`config.mk`:
```
export PLATFORM = sky130hd
export DESIGN_NAME = sprb_bank
export DESIGN_NICKNAME = d
export VERILOG_FILES = /design/src/sprb_pkg.sv /design/src/sprb_trap_if.sv /design/src/sprb_fault_capture.sv /design/src/sprb_bank.sv
export SDC_FILE = /design/constraint.sdc
export NUM_CORES = 1
export LEC_CHECK = 0
export BUFFER_PORTS_ARGS = -buffer_cell sky130_fd_sc_hd__buf_2
export CORE_MARGIN = 2
export CORE_UTILIZATION = 50
export CTS_BUF_LIST = sky130_fd_sc_hd__clkbuf_4
export CTS_CLUSTER_DIAMETER = 120
export DETAILED_ROUTE_END_ITERATION = 8
export PLACE_DENSITY = 0.69
export SLEW_MARGIN = 20
export SYNTH_ARGS = -nofsm -noshare
export SYNTH_HDL_FRONTEND = slang
export SYNTH_SLANG_ARGS = --single-unit
```
`constraint.sdc`:
```
create_clock -name pclk -period 5.6 [get_ports pclk]
set_input_delay 0 -clock pclk [delete_from_list [all_inputs] [get_ports pclk]]
set_output_delay 0 -clock pclk [all_outputs]
set_load 0.05 [all_outputs]
```
`src/sprb_pkg.sv`:
```
// Package of register offsets, field positions and reset values for the bank
package sprb_pkg;

    // ****************************************************************
    // Register map, APB byte addresses, two words per 64-bit register
    // ****************************************************************
    localparam logic [7:0] SPRB_ASR_LO = 8'h00;
    localparam logic [7:0] SPRB_ASR_HI = 8'h04;
    localparam logic [7:0] SPRB_DFA_LO = 8'h08;
    localparam logic [7:0] SPRB_DFA_HI = 8'h0c;
    localparam logic [7:0] SPRB_SCR_BASE = 8'h10;
    localparam logic [7:0] SPRB_SFC = 8'h30;
    localparam logic [7:0] SPRB_CTRL = 8'h34;
    localparam logic [7:0] SPRB_STAT = 8'h38;

    // ****************************************************************
    // Field positions, bit 0 is the most significant bit of a register
    // ****************************************************************
    localparam int SPRB_STO_MSB = 0;
    localparam int SPRB_STO_LSB = 51;
    localparam int SPRB_VALID_BIT = 63;
    localparam int SPRB_NUM_SCR = 4;
    localparam int SPRB_SEG_ENTRIES = 16;

    // Big-endian bit numbers map to little-endian vector indices
    localparam int SPRB_V_IDX = 63 - SPRB_VALID_BIT;
    localparam logic [63:0] SPRB_ASR_MASK = 64'hffff_ffff_ffff_f000;
    localparam logic [63:0] SPRB_LO32_MASK = 64'h0000_0000_ffff_ffff;

    // ****************************************************************
    // Reset values
    // ****************************************************************
    localparam logic [63:0] SPRB_RST64 = 64'h0;
    localparam logic [31:0] SPRB_RST32 = 32'h0;
    localparam logic [31:0] SPRB_SFC_IMPL = 32'hffff_ffff;
    localparam logic [31:0] SPRB_ERR_DATA = 32'h0;

    typedef enum logic [1:0]
    {
        SPRB_IDLE = 2'b00,
        SPRB_ACC = 2'b01
    } sprb_apb_t;

endpackage

```
`src/sprb_trap_if.sv`:
```
// Interface carrying exception loads from the core into the bank
`timescale 1ns/1ps
interface sprb_trap_if;
    logic dfa_load;
    logic [63:0] dfa_ea;
    logic mode32;
    logic sfc_load;
    logic [31:0] sfc_val;
    modport core (output dfa_load, dfa_ea, mode32, sfc_load, sfc_val);
    modport bank (input dfa_load, dfa_ea, mode32, sfc_load, sfc_val);
endinterface

```
`src/sprb_fault_capture.sv`:
```
// Fault address and cause capture registers loaded on exceptions
`timescale 1ns/1ps
module sprb_fault_capture
    import sprb_pkg::*;
(
    input wire logic pclk,
    input wire logic presetn,
    sprb_trap_if.bank trap,
    input wire logic [31:0] sfc_impl_mask,
    input wire logic [1:0] sw_dfa_we,
    input wire logic sw_sfc_we,
    input wire logic [31:0] sw_wdata,
    output logic [63:0] dfa_ff,
    output logic [31:0] sfc_ff
);
    logic [63:0] nxt_dfa;
    logic [31:0] nxt_sfc;

    always_comb
    begin
        nxt_dfa = dfa_ff;
        if (sw_dfa_we[0])
            nxt_dfa[31:0] = sw_wdata;
        if (sw_dfa_we[1])
            nxt_dfa[63:32] = sw_wdata;
        // Hardware capture takes priority over a software write
        if (trap.dfa_load)
        begin
            nxt_dfa = trap.dfa_ea;
            if (trap.mode32)
                nxt_dfa = trap.dfa_ea & SPRB_LO32_MASK;
        end
        // Narrowing the mask also drops bits already held, so reserved
        // bits can never stay visible once they are declared unused
        nxt_sfc = sfc_ff & sfc_impl_mask;
        if (sw_sfc_we)
            nxt_sfc = sw_wdata & sfc_impl_mask;
        if (trap.sfc_load)
            nxt_sfc = trap.sfc_val & sfc_impl_mask;
    end

    always_ff @(posedge pclk or negedge presetn)
    begin
        if (!presetn)
        begin
            dfa_ff <= SPRB_RST64;
            sfc_ff <= SPRB_RST32;
        end
        else
        begin
            dfa_ff <= nxt_dfa;
            sfc_ff <= nxt_sfc;
        end
    end

    AST_DFA_LOAD: assert property (@(posedge pclk) disable iff (!presetn)
        trap.dfa_load && !trap.mode32 |=> dfa_ff == $past(trap.dfa_ea))
        else $error("fault address not captured");
    AST_DFA_32: assert property (@(posedge pclk) disable iff (!presetn)
        trap.dfa_load && trap.mode32 |=> dfa_ff[63:32] == 32'h0)
        else $error("upper fault address not cleared");
    AST_SFC_LOAD: assert property (@(posedge pclk) disable iff (!presetn)
        trap.sfc_load |=>
        sfc_ff == ($past(trap.sfc_val) & $past(sfc_impl_mask)))
        else $error("fault cause not captured");
    AST_SFC_RSV: assert property (@(posedge pclk) disable iff (!presetn)
        (sfc_ff & ~$past(sfc_impl_mask)) == 32'h0)
        else $error("reserved cause bit set");
endmodule

```
`src/sprb_bank.sv`:
```
// Supervisor special register bank with APB slave and core-side ports
`timescale 1ns/1ps
// Summary of operation
// - Bit 63 of the address space register may act as origin-valid flag.
// - Valid flag set: origin field is valid, used for 64-bit translation.
// - Flag and 64-bit mode both clear: 16 buffer entries act as segments.
// - While flag is zero, a bad origin address raises no machine check.
// - Bits 0-51 hold segment table address; bits 52-62 are reserved.
// - Flag not implemented: bit 63 reserved, translation acts as if set.
// - On a memory-access exception the effective address is captured.
// - Exception in 32-bit mode clears upper 32 fault address bits.
// - Four 64-bit scratch registers with no hardware meaning.
// - Fourth scratch readable from user mode by option; rest supervisor.
// - Cause register records storage, check, segment, alignment faults.
// - Cause bits never set by any exception may be reserved.
module sprb_bank
    import sprb_pkg::*;
#(
    parameter bit VALID_IMPL = 1'b1,
    parameter bit SCR3_USER_READ = 1'b1
)
(
    input wire logic pclk,
    input wire logic presetn,
    input wire logic psel,
    input wire logic penable,
    input wire logic pwrite,
    input wire logic [7:0] paddr,
    input wire logic [31:0] pwdata,
    input wire logic [2:0] pprot,
    output logic pready,
    output logic [31:0] prdata,
    output logic pslverr,
    input wire logic sixty_four_bit_mode_flag,
    input wire logic dfa_load,
    input wire logic [63:0] dfa_ea,
    input wire logic sfc_load,
    input wire logic [31:0] sfc_val,
    input wire logic sto_fetch_err,
    output logic [51:0] segment_table_origin,
    output logic sto_valid,
    output logic seg_reg_mode,
    output logic machine_check
);
    logic [63:0] asr_ff;
    logic [63:0] nxt_asr;
    logic [63:0] scr_ff [SPRB_NUM_SCR];
    logic [63:0] nxt_scr [SPRB_NUM_SCR];
    logic [31:0] ctrl_ff;
    logic [31:0] nxt_ctrl;
    logic [63:0] dfa_q;
    logic [31:0] sfc_q;
    logic [1:0] dfa_we;
    logic sfc_we;
    logic setup;
    logic supv;
    logic hit;
    logic allowed;
    logic wr_ok;
    logic [31:0] rd_word;
    sprb_apb_t apb_ff;
    sprb_apb_t nxt_apb;
    logic [31:0] nxt_prdata;
    logic nxt_pslverr;
    logic flag_eff;
    logic nxt_sto_valid;
    logic nxt_seg_mode;
    logic nxt_mc;

    sprb_trap_if trap ();
    assign trap.dfa_load = dfa_load;
    assign trap.dfa_ea = dfa_ea;
    assign trap.mode32 = !sixty_four_bit_mode_flag;
    assign trap.sfc_load = sfc_load;
    assign trap.sfc_val = sfc_val;

    // ****************************************************************
    // Access decode
    // ****************************************************************
    assign setup = psel && !penable && apb_ff == SPRB_IDLE;
    assign supv = pprot[0];

    always_comb
    begin
        hit = 1'b1;
        rd_word = 32'h0;
        case (paddr)
            SPRB_ASR_LO: rd_word = asr_ff[31:0];
            SPRB_ASR_HI: rd_word = asr_ff[63:32];
            SPRB_DFA_LO: rd_word = dfa_q[31:0];
            SPRB_DFA_HI: rd_word = dfa_q[63:32];
            SPRB_SFC: rd_word = sfc_q;
            SPRB_CTRL: rd_word = ctrl_ff;
            SPRB_STAT: rd_word = {29'h0, machine_check, seg_reg_mode,
                sto_valid};
            default:
            begin
                hit = 1'b0;
                for (int i = 0; i < SPRB_NUM_SCR; i++)
                begin
                    if (paddr == SPRB_SCR_BASE + 8'(8 * i))
                    begin
                        hit = 1'b1;
                        rd_word = scr_ff[i][31:0];
                    end
                    if (paddr == SPRB_SCR_BASE + 8'(8 * i + 4))
                    begin
                        hit = 1'b1;
                        rd_word = scr_ff[i][63:32];
                    end
                end
            end
        endcase
        // User mode may only read the fourth scratch, when enabled
        allowed = supv || (SCR3_USER_READ && !pwrite &&
            paddr[7:3] == 5'(({3'h0, SPRB_SCR_BASE[7:3]}) + 8'h3));
        wr_ok = setup && pwrite && hit && allowed;
        if (paddr == SPRB_STAT)
            wr_ok = 1'b0;
    end

    // ****************************************************************
    // APB slave, no wait states: answer in the access phase
    // ****************************************************************
    always_comb
    begin
        nxt_apb = apb_ff;
        nxt_prdata = prdata;
        nxt_pslverr = pslverr;
        case (apb_ff)
            SPRB_IDLE:
                if (setup)
                begin
                    nxt_apb = SPRB_ACC;
                    // Reads only sample state, so they change nothing
                    nxt_prdata = (!pwrite && hit && allowed) ? rd_word
                        : SPRB_ERR_DATA;
                    // The status word is read-only, so a write is refused
                    nxt_pslverr = !(hit && allowed)
                        || (pwrite && paddr == SPRB_STAT);
                end
            SPRB_ACC:
            begin
                nxt_apb = SPRB_IDLE;
                nxt_prdata = SPRB_ERR_DATA;
                nxt_pslverr = 1'b0;
            end
            default: nxt_apb = SPRB_IDLE;
        endcase
    end

    always_ff @(posedge pclk or negedge presetn)
    begin
        if (!presetn)
        begin
            apb_ff <= SPRB_IDLE;
            pready <= 1'b0;
            prdata <= SPRB_ERR_DATA;
            pslverr <= 1'b0;
        end
        else
        begin
            apb_ff <= nxt_apb;
            pready <= nxt_apb == SPRB_ACC;
            prdata <= nxt_prdata;
            pslverr <= nxt_pslverr;
        end
    end

    // ****************************************************************
    // Register state, written at setup so the answer reflects it
    // ****************************************************************
    always_comb
    begin
        nxt_asr = asr_ff;
        nxt_ctrl = ctrl_ff;
        dfa_we = 2'b00;
        sfc_we = 1'b0;
        if (wr_ok && paddr == SPRB_ASR_LO)
            nxt_asr[31:0] = pwdata;
        if (wr_ok && paddr == SPRB_ASR_HI)
            nxt_asr[63:32] = pwdata;
        // Reserved bits 52-62 hold zero; flag bit kept only if present
        nxt_asr = nxt_asr & SPRB_ASR_MASK;
        if (VALID_IMPL && wr_ok && paddr == SPRB_ASR_LO)
            nxt_asr[SPRB_V_IDX] = pwdata[SPRB_V_IDX];
        else if (VALID_IMPL)
            nxt_asr[SPRB_V_IDX] = asr_ff[SPRB_V_IDX];
        if (wr_ok && paddr == SPRB_CTRL)
            nxt_ctrl = pwdata;
        dfa_we[0] = wr_ok && paddr == SPRB_DFA_LO;
        dfa_we[1] = wr_ok && paddr == SPRB_DFA_HI;
        sfc_we = wr_ok && paddr == SPRB_SFC;
        for (int i = 0; i < SPRB_NUM_SCR; i++)
        begin
            nxt_scr[i] = scr_ff[i];
            // Plain storage, no hardware meaning attached
            if (wr_ok && paddr == SPRB_SCR_BASE + 8'(8 * i))
                nxt_scr[i][31:0] = pwdata;
            if (wr_ok && paddr == SPRB_SCR_BASE + 8'(8 * i + 4))
                nxt_scr[i][63:32] = pwdata;
        end
    end

    always_ff @(posedge pclk or negedge presetn)
    begin
        if (!presetn)
        begin
            asr_ff <= SPRB_RST64;
            ctrl_ff <= SPRB_SFC_IMPL;
        end
        else
        begin
            asr_ff <= nxt_asr;
            ctrl_ff <= nxt_ctrl;
        end
    end

    generate
        for (genvar g = 0; g < SPRB_NUM_SCR; g++)
        begin : g_scr
            always_ff @(posedge pclk or negedge presetn)
            begin
                if (!presetn)
                    scr_ff[g] <= SPRB_RST64;
                else
                    scr_ff[g] <= nxt_scr[g];
            end
        end
    endgenerate

    sprb_fault_capture u_fault (
        .pclk(pclk),
        .presetn(presetn),
        .trap(trap),
        .sfc_impl_mask(ctrl_ff),
        .sw_dfa_we(dfa_we),
        .sw_sfc_we(sfc_we),
        .sw_wdata(pwdata),
        .dfa_ff(dfa_q),
        .sfc_ff(sfc_q)
    );

    // ****************************************************************
    // Translation controls toward the core
    // ****************************************************************
    always_comb
    begin
        // Without the flag, translation behaves as if it were set
        flag_eff = VALID_IMPL ? asr_ff[SPRB_V_IDX] : 1'b1;
        nxt_sto_valid = flag_eff;
        nxt_seg_mode = !flag_eff && !sixty_four_bit_mode_flag;
        // A bad origin only matters when the origin is in use
        nxt_mc = sto_fetch_err && flag_eff;
    end

    always_ff @(posedge pclk or negedge presetn)
    begin
        if (!presetn)
        begin
            segment_table_origin <= 52'h0;
            sto_valid <= 1'b0;
            seg_reg_mode <= 1'b0;
            machine_check <= 1'b0;
        end
        else
        begin
            segment_table_origin <= asr_ff[63:12];
            sto_valid <= nxt_sto_valid;
            seg_reg_mode <= nxt_seg_mode;
            machine_check <= nxt_mc;
        end
    end

    AST_NO_MC: assert property (@(posedge pclk) disable iff (!presetn)
        !asr_ff[SPRB_V_IDX] && VALID_IMPL |=> !machine_check)
        else $error("machine check with origin invalid");
    AST_SEG_MODE: assert property (@(posedge pclk) disable iff (!presetn)
        VALID_IMPL && !asr_ff[SPRB_V_IDX] && !sixty_four_bit_mode_flag
        |=> seg_reg_mode)
        else $error("segment register mode missing");
    AST_VALID: assert property (@(posedge pclk) disable iff (!presetn)
        asr_ff[SPRB_V_IDX] |=> sto_valid)
        else $error("origin valid not shown");
    AST_RSV: assert property (@(posedge pclk) disable iff (!presetn)
        asr_ff[11:1] == 11'h0)
        else $error("reserved address space bits set");
    AST_NOIMPL: assert property (@(posedge pclk) disable iff (!presetn)
        !VALID_IMPL |-> asr_ff[SPRB_V_IDX] == 1'b0 ##1 sto_valid)
        else $error("flag absent but translation off");
    AST_FLAG_WR: assert property (@(posedge pclk) disable iff (!presetn)
        VALID_IMPL && wr_ok && paddr == SPRB_ASR_LO
        |=> asr_ff[SPRB_V_IDX] == $past(pwdata[SPRB_V_IDX]))
        else $error("valid flag not stored");
    AST_SCR: assert property (@(posedge pclk) disable iff (!presetn)
        wr_ok && paddr == SPRB_SCR_BASE |=> scr_ff[0][31:0] == $past(pwdata))
        else $error("scratch write lost");
    AST_USER: assert property (@(posedge pclk) disable iff (!presetn)
        setup && !supv && (pwrite || paddr[7:3] != 5'h5) |=> pslverr && pready)
        else $error("user access not refused");
    AST_APB: assert property (@(posedge pclk) disable iff (!presetn)
        setup |=> pready ##1 !pready)
        else $error("apb answer not one cycle");
endmodule

```
Yosys cells after proc, flatten, opt, wreduce, memory -nomap -nowiden

Cells that the tools add are included.

Register bits after elaboration: 528
Output and inout bits: 89
Input port bits: 148

Mux-type cells: 32
Reductions and logical operators: 40
Bitwise logic cells: 3
Eq/ne operators: 18

Operators by type and width:

| cell                                                             | count |
|---|---|
| 32-bit two-way mux                                               | 14 |
| 32-bit case mux with 7 select lines                              | 1 |
| 64-bit two-way mux                                               | 2 |
| 32-bit bitwise AND                                               | 3 |
| 32-bit case mux with 2 select lines                              | 1 |
| 8-bit by 6-bit == test with 1-bit output (second input constant) | 7 |
| 8-bit by 5-bit == test with 1-bit output (second input constant) | 4 |
| 1-bit logical AND                                                | 26 |
| 8-bit by 4-bit == test with 1-bit output (second input constant) | 2 |
| 1-bit two-way mux                                                | 11 |
| 8-bit by 3-bit == test with 1-bit output (second input constant) | 1 |
| 8-bit zero test                                                  | 1 |
| 7-bit OR reduction                                               | 1 |
| 2-bit nonzero test                                               | 3 |
| 5-bit by 3-bit == test with 1-bit output (second input constant) | 1 |
| 1-bit zero test                                                  | 5 |
| 2-bit by 1-bit == test with 1-bit output (second input constant) | 2 |
| 2-bit two-way mux                                                | 2 |
| 2-bit zero test                                                  | 1 |
| 1-bit logical OR                                                 | 2 |
| 2-bit inequality test (second input constant)                    | 1 |
| 1-bit case mux with 2 select lines                               | 1 |
| 2-bit AND reduction                                              | 1 |

Logic depth before layout (Yosys ltp)

Depth in word-level cells: 16
Gate-level depth with buffers: 9

Cells and area by module

A second synthesis with hierarchy kept.

Cells, all modules: 2,022
Area total of the unflattened synthesis: 25,159.1 µm²

By module, submodules not included:

| module             | area each (µm²) | times used | cells an instance |
|---|---|---|---|
| sprb_bank          | 20,328.2        | 1          | 1,634 |
| sprb_fault_capture | 4,830.9         | 1          | 388 |

Worst setup path after synthesis

OpenSTA, ideal clock, no wires.

Path kind: register -> register
Start: register apb_ff[1]
End: register scr_ff[222] (netlist bit)
Data required time: 5.475 ns
Cell stages (with the launch flop): 9
Data arrival time: 2.394 ns
Period minus slack after synthesis: 2.519 ns
Library setup time: 0.125 ns
Setup slack: 3.081 ns
Cell sequence: dfrtp_1 or4b_1 inv_1 o211ai_2 nor3_4 and3_1 clkbuf_1 buf_4 mux2_2

Longest elaborated chain between the ends: 7

Ends and longest elaborated chain:

| item                            | RTL line         | text |
|---|---|---|
| from (decl)                     | sprb_bank.sv:61  | `sprb_apb_t apb_ff;` |
| from (signal assigned)          | sprb_bank.sv:163 | `apb_ff <= nxt_apb;` |
| 2-bit zero test                 | sprb_bank.sv:80  | `assign setup = psel && !penable && apb_ff == SPRB_IDLE;` |
| 1-bit logical AND               | sprb_bank.sv:80  |  |
| 1-bit logical AND (3 in a row)  | sprb_bank.sv:117 | `wr_ok = setup && pwrite && hit && allowed;` |
| 1-bit two-way mux               | sprb_bank.sv:118 | `if (paddr == SPRB_STAT)` |
| 1-bit logical AND               | sprb_bank.sv:198 | `if (wr_ok && paddr == SPRB_SCR_BASE + 8'(8 * i))` |
| to (signal, indexed assignment) | sprb_bank.sv:227 | `scr_ff[g] <= nxt_scr[g];` |
| to (decl)                       | sprb_bank.sv:47  | `logic [63:0] scr_ff [SPRB_NUM_SCR];` |

No other way between the ends.
A chain may end at the register's enable or synchronous reset.

Final worst setup path

Start: register apb_ff[0]
End: register u_fault.dfa_ff[42]

Longest elaborated chain between the ends: 8

Ends and longest elaborated chain:

| item                                | RTL line                 | text |
|---|---|---|
| 2-bit zero test                     | sprb_bank.sv:80          |  |
| 1-bit logical AND                   | sprb_bank.sv:80          |  |
| 1-bit logical AND (3 in a row)      | sprb_bank.sv:117         |  |
| 1-bit two-way mux                   | sprb_bank.sv:118         |  |
| 1-bit logical AND                   | sprb_bank.sv:192         | `dfa_we[1] = wr_ok && paddr == SPRB_DFA_HI;` |
| 2-bit nonzero test (no source line) | n/a                      |  |
| to (signal assigned)                | sprb_fault_capture.sv:51 | `dfa_ff <= nxt_dfa;` |
| to (decl)                           | sprb_fault_capture.sv:13 | `output logic [63:0] dfa_ff,` |

No other way between the ends.

==> results.json <==
{
  "drt_iter0_drc": 2229,
  "syn_inst": 1945,
  "swShare_pct": 25.7,
  "die_y_um": 225,
  "routabilityCongestion": 0.885,
  "fin_total_pwr_uw": 8330,
  "dieArea_mm2": 0.0504,
  "wire_per_inst_um": 25.8,
  "clk_pin_slew_worst_paths_ns": 0.08,
  "drt_pre_antenna_iters": 6,
  "grt_use_total_pct": 34.5,
  "clock_sinks": 528,
  "synthFlopType": "dfrtp_1",
  "synthTopCellsByCount": "496 x dfrtp_1, 371 x mux2_2, 143 x clkbuf_1, 138 x nand2_1, 77 x o21ai_0",
  "cap_viol_max_count": 0,
  "core_mm2": 0.0478,
  "synth-edff-count": 0,
  "leakage_uw": 0.0151,
  "switching_power_uw": 2140,
  "period_share_pct": 76.7,
  "grt_max_degree": 179,
  "via_per_inst": 6.28,
  "die_x_um": 225,
  "hold_path.class": "primary input to flop",
  "rsz0062_at_grt": "no",
  "cts_tree": "built",
  "postSynthAreaPerCell_um2": 12.5,
  "drive_above_1_share_pct": 36.4,
  "p_int_uw": 6190,
  "rrSetupSlack_ns": 1.30,
  "final_hold_viol_count": 0,
  "area_delta_synth_final_pct": 31.9,
  "ys_warn_count": 0,
  "worst_pin_slew_ns": 1.16,
  "vdd_drop_max_mv": 0.197,
  "vias": 20900,
  "synth_top_cell_area_share_pct": 51.0,
  "htree_num_levels": 4,
  "synth_top_cell_by_area": "dfrtp_1",
  "fmax_ghz": 0.233,
  "routed_wl_um": 86000,
  "grt.overflow.total": 0,
  "start_util_pct": 50.8,
  "finalNetCount": 2743,
  "clock_path_buffers": 3,
  "drv_slew": 0,
  "crit_end": "u_fault.dfa_ff[42]",
  "r2r_end": "u_fault.dfa_ff[42]",
  "clock_latency_ns": 1.01,
  "status": "finished, final reports clean",
  "cp_data_required_time_ns": 6.48,
  "final_util_pct": 67.1,
  "syn_area_mm2": 0.0243,
  "cts-buffers-inserted": 144,
  "cts_root_buf": "clkbuf_4",
  "critPathMaxFanout": 38,
  "cp-startpoint": "apb_ff[0]",
  "syn-num-nets": 2093,
  "ios": 237,
  "place_inst": 2659,
  "antenna_found_initial": 9,
  "finalInstanceArea_mm2": 0.0321,
  "ys_seq_elements": 528,
  "port_buffers": 234,
  "cp-end-kind": "flop",
  "fill_cells": 3373,
  "fin_skew_ns": 0.0722,
  "layout.cells.non_filler": 3335,
  "hpwlAfterDp_um": 46900,
  "critPathLaunchType": "flop",
  "seq_area_frac_synth_pct": 54.5,
  "path_class": "flop to flop",
  "placementRows": 80,
  "power_frac_seq_pct": 46.6,
  "synth.top_cells.by_area": "dfrtp_1 51%, mux2_2 17%, dfstp_2 3.5%",
  "setup-tns-final_ns": 0,
  "relSlewSlack_pct": 22.5,
  "setup-violations-final": 0,
  "critPathArrivalTime_ns": 5.18,
  "drc": 0,
  "finalWorstPathRequiredPeriod_ns": 4.30,
  "timing.rr.start": "apb_ff[0]",
  "power_density_mw_per_mm2": 260,
  "place_area_mm2": 0.0261,
  "pwr-share-clk_pct": 44.3,
  "grt_pass1_wl_um": 130000,
  "postRouteAntennaNets": 0,
  "post_cts_buffers": 0,
  "synth-async-reset-ratio_pct": 100,
  "synth.most_common_cell": "dfrtp_1",
  "synth_cell_types": 71,
  "r2r_cells": 9,
  "grt_pass1_vias": 22000,
  "pwr-share-comb_pct": 9.1
}
==> through the flow <==
stage | setup WS (ns) | hold WS (ns)
2_1_floorplan | 3.08 | -0.296
3_3_place_gp | 2.26 | 0.190
3_5_place_dp | 2.21 | 0.204
4_1_cts | 1.45 | 0.00431
5_1_grt | 1.28 | 0.0342
6_report | 1.30 | 0.0664
==> what timing repair did <==
action	in CTS	in global routing
gates resized for setup	0	0
hold buffers	405	0
endpoints found under the hold margin	803	0
==> state kept, by name, summed over array words and instances, names as in the netlist <==
name,count
scr_ff,256
u_fault.dfa_ff,64
asr_ff,53
segment_table_origin,52
ctrl_ff,32
prdata,32
u_fault.sfc_ff,32
apb_ff,2
machine_check,1
pready,1
pslverr,1
seg_reg_mode,1
sto_valid,1
==> worst min path at each step <==
stage                     startpoint     endpoint  cells past startpoint
final                     pwdata[21]   scr_ff[21]                      3
after global routing      pwdata[21]   scr_ff[21]                      3
after CTS                 pwdata[31]   scr_ff[63]                      3
after detailed placement     presetn  scr_ff[219]                      1
after global placement       presetn  scr_ff[219]                      1
after floorplan              presetn    apb_ff[0]                      0
==> placed cells by master, fill, tap and decap left out, types with 12 or more instances in the layout <==
master and instances:
a211oi_1 12, a221o_1 63, a221oi_1 24, a22o_1 13
a22oi_1 50, a31oi_1 35, buf_2 230, buf_4 59
clkbuf_4 223, clkinv_1 27, dfrtp_1 496, dfstp_2 32
dlygate4sd3_1 404, mux2_2 371, mux2i_1 16, mux4_2 24
nand2_1 138, nand2b_1 23, nand3_1 24, nor2_1 32
nor2b_1 36, nor3_1 15, nor3b_1 62, o21ai_0 77
o221ai_1 12, o2bb2ai_1 32, o31ai_1 23
==> critical path: stages (launching register included) <==
cell	delay, ns
dfrtp_1	0.41
or4b_1	0.55
dlygate4sd3_1	0.69
inv_1	0.18
o211ai_2	0.24
nor4_4	0.50
buf_4	0.54
nor3b_1	0.15
a221o_1	0.30
dlygate4sd3_1	0.56
==> power by group through the flow <==
stage / registers (uW) / clock network (uW) / logic, uW
after detailed placement: 3950 / 0 / 515
after global routing: 3880 / 3960 / 799
after floorplan: 3950 / 0 / 250
after CTS: 3880 / 3700 / 728
after global placement: 3950 / 0 / 504
final: 3880 / 3690 / 757
==> metal layers <==
metal	wire, um	GRT usage (%)	up-vias
met4	3280	17.0	0
li1	-	-	8694
met3	7990	8.87	272
met2	41000	54.9	1222
met5	0	0	-
met1	33700	44.1	10700
==> layout make-up <==
| type | instances | area [um^2] | share of cell area (%) |
|---|---|---|---|
| clock inverter | 37 | 255 | 0.796 |
| inverter | 8 | 30.0 | 0.0936 |
| tap | 615 | 769 | 2.40 |
| antenna | 11 | 27.5 | 0.0858 |
| multi-input combinational | 1215 | 10300 | 32.2 |
| sequential | 528 | 13300 | 41.3 |
| timing repair buffer | 698 | 5740 | 17.9 |
| clock buffer | 223 | 1670 | 5.22 |
==> logic make-up after synthesis <==
family | synth area share (%)
AO/OA/AOI/OAI | 13.0
buffers and inverters | 3.38
flip-flops | 54.5
multiplexers | 20.3
other | 0.0154
AND/OR/NAND/NOR | 8.80
Power figures use the tool's default switching activity.
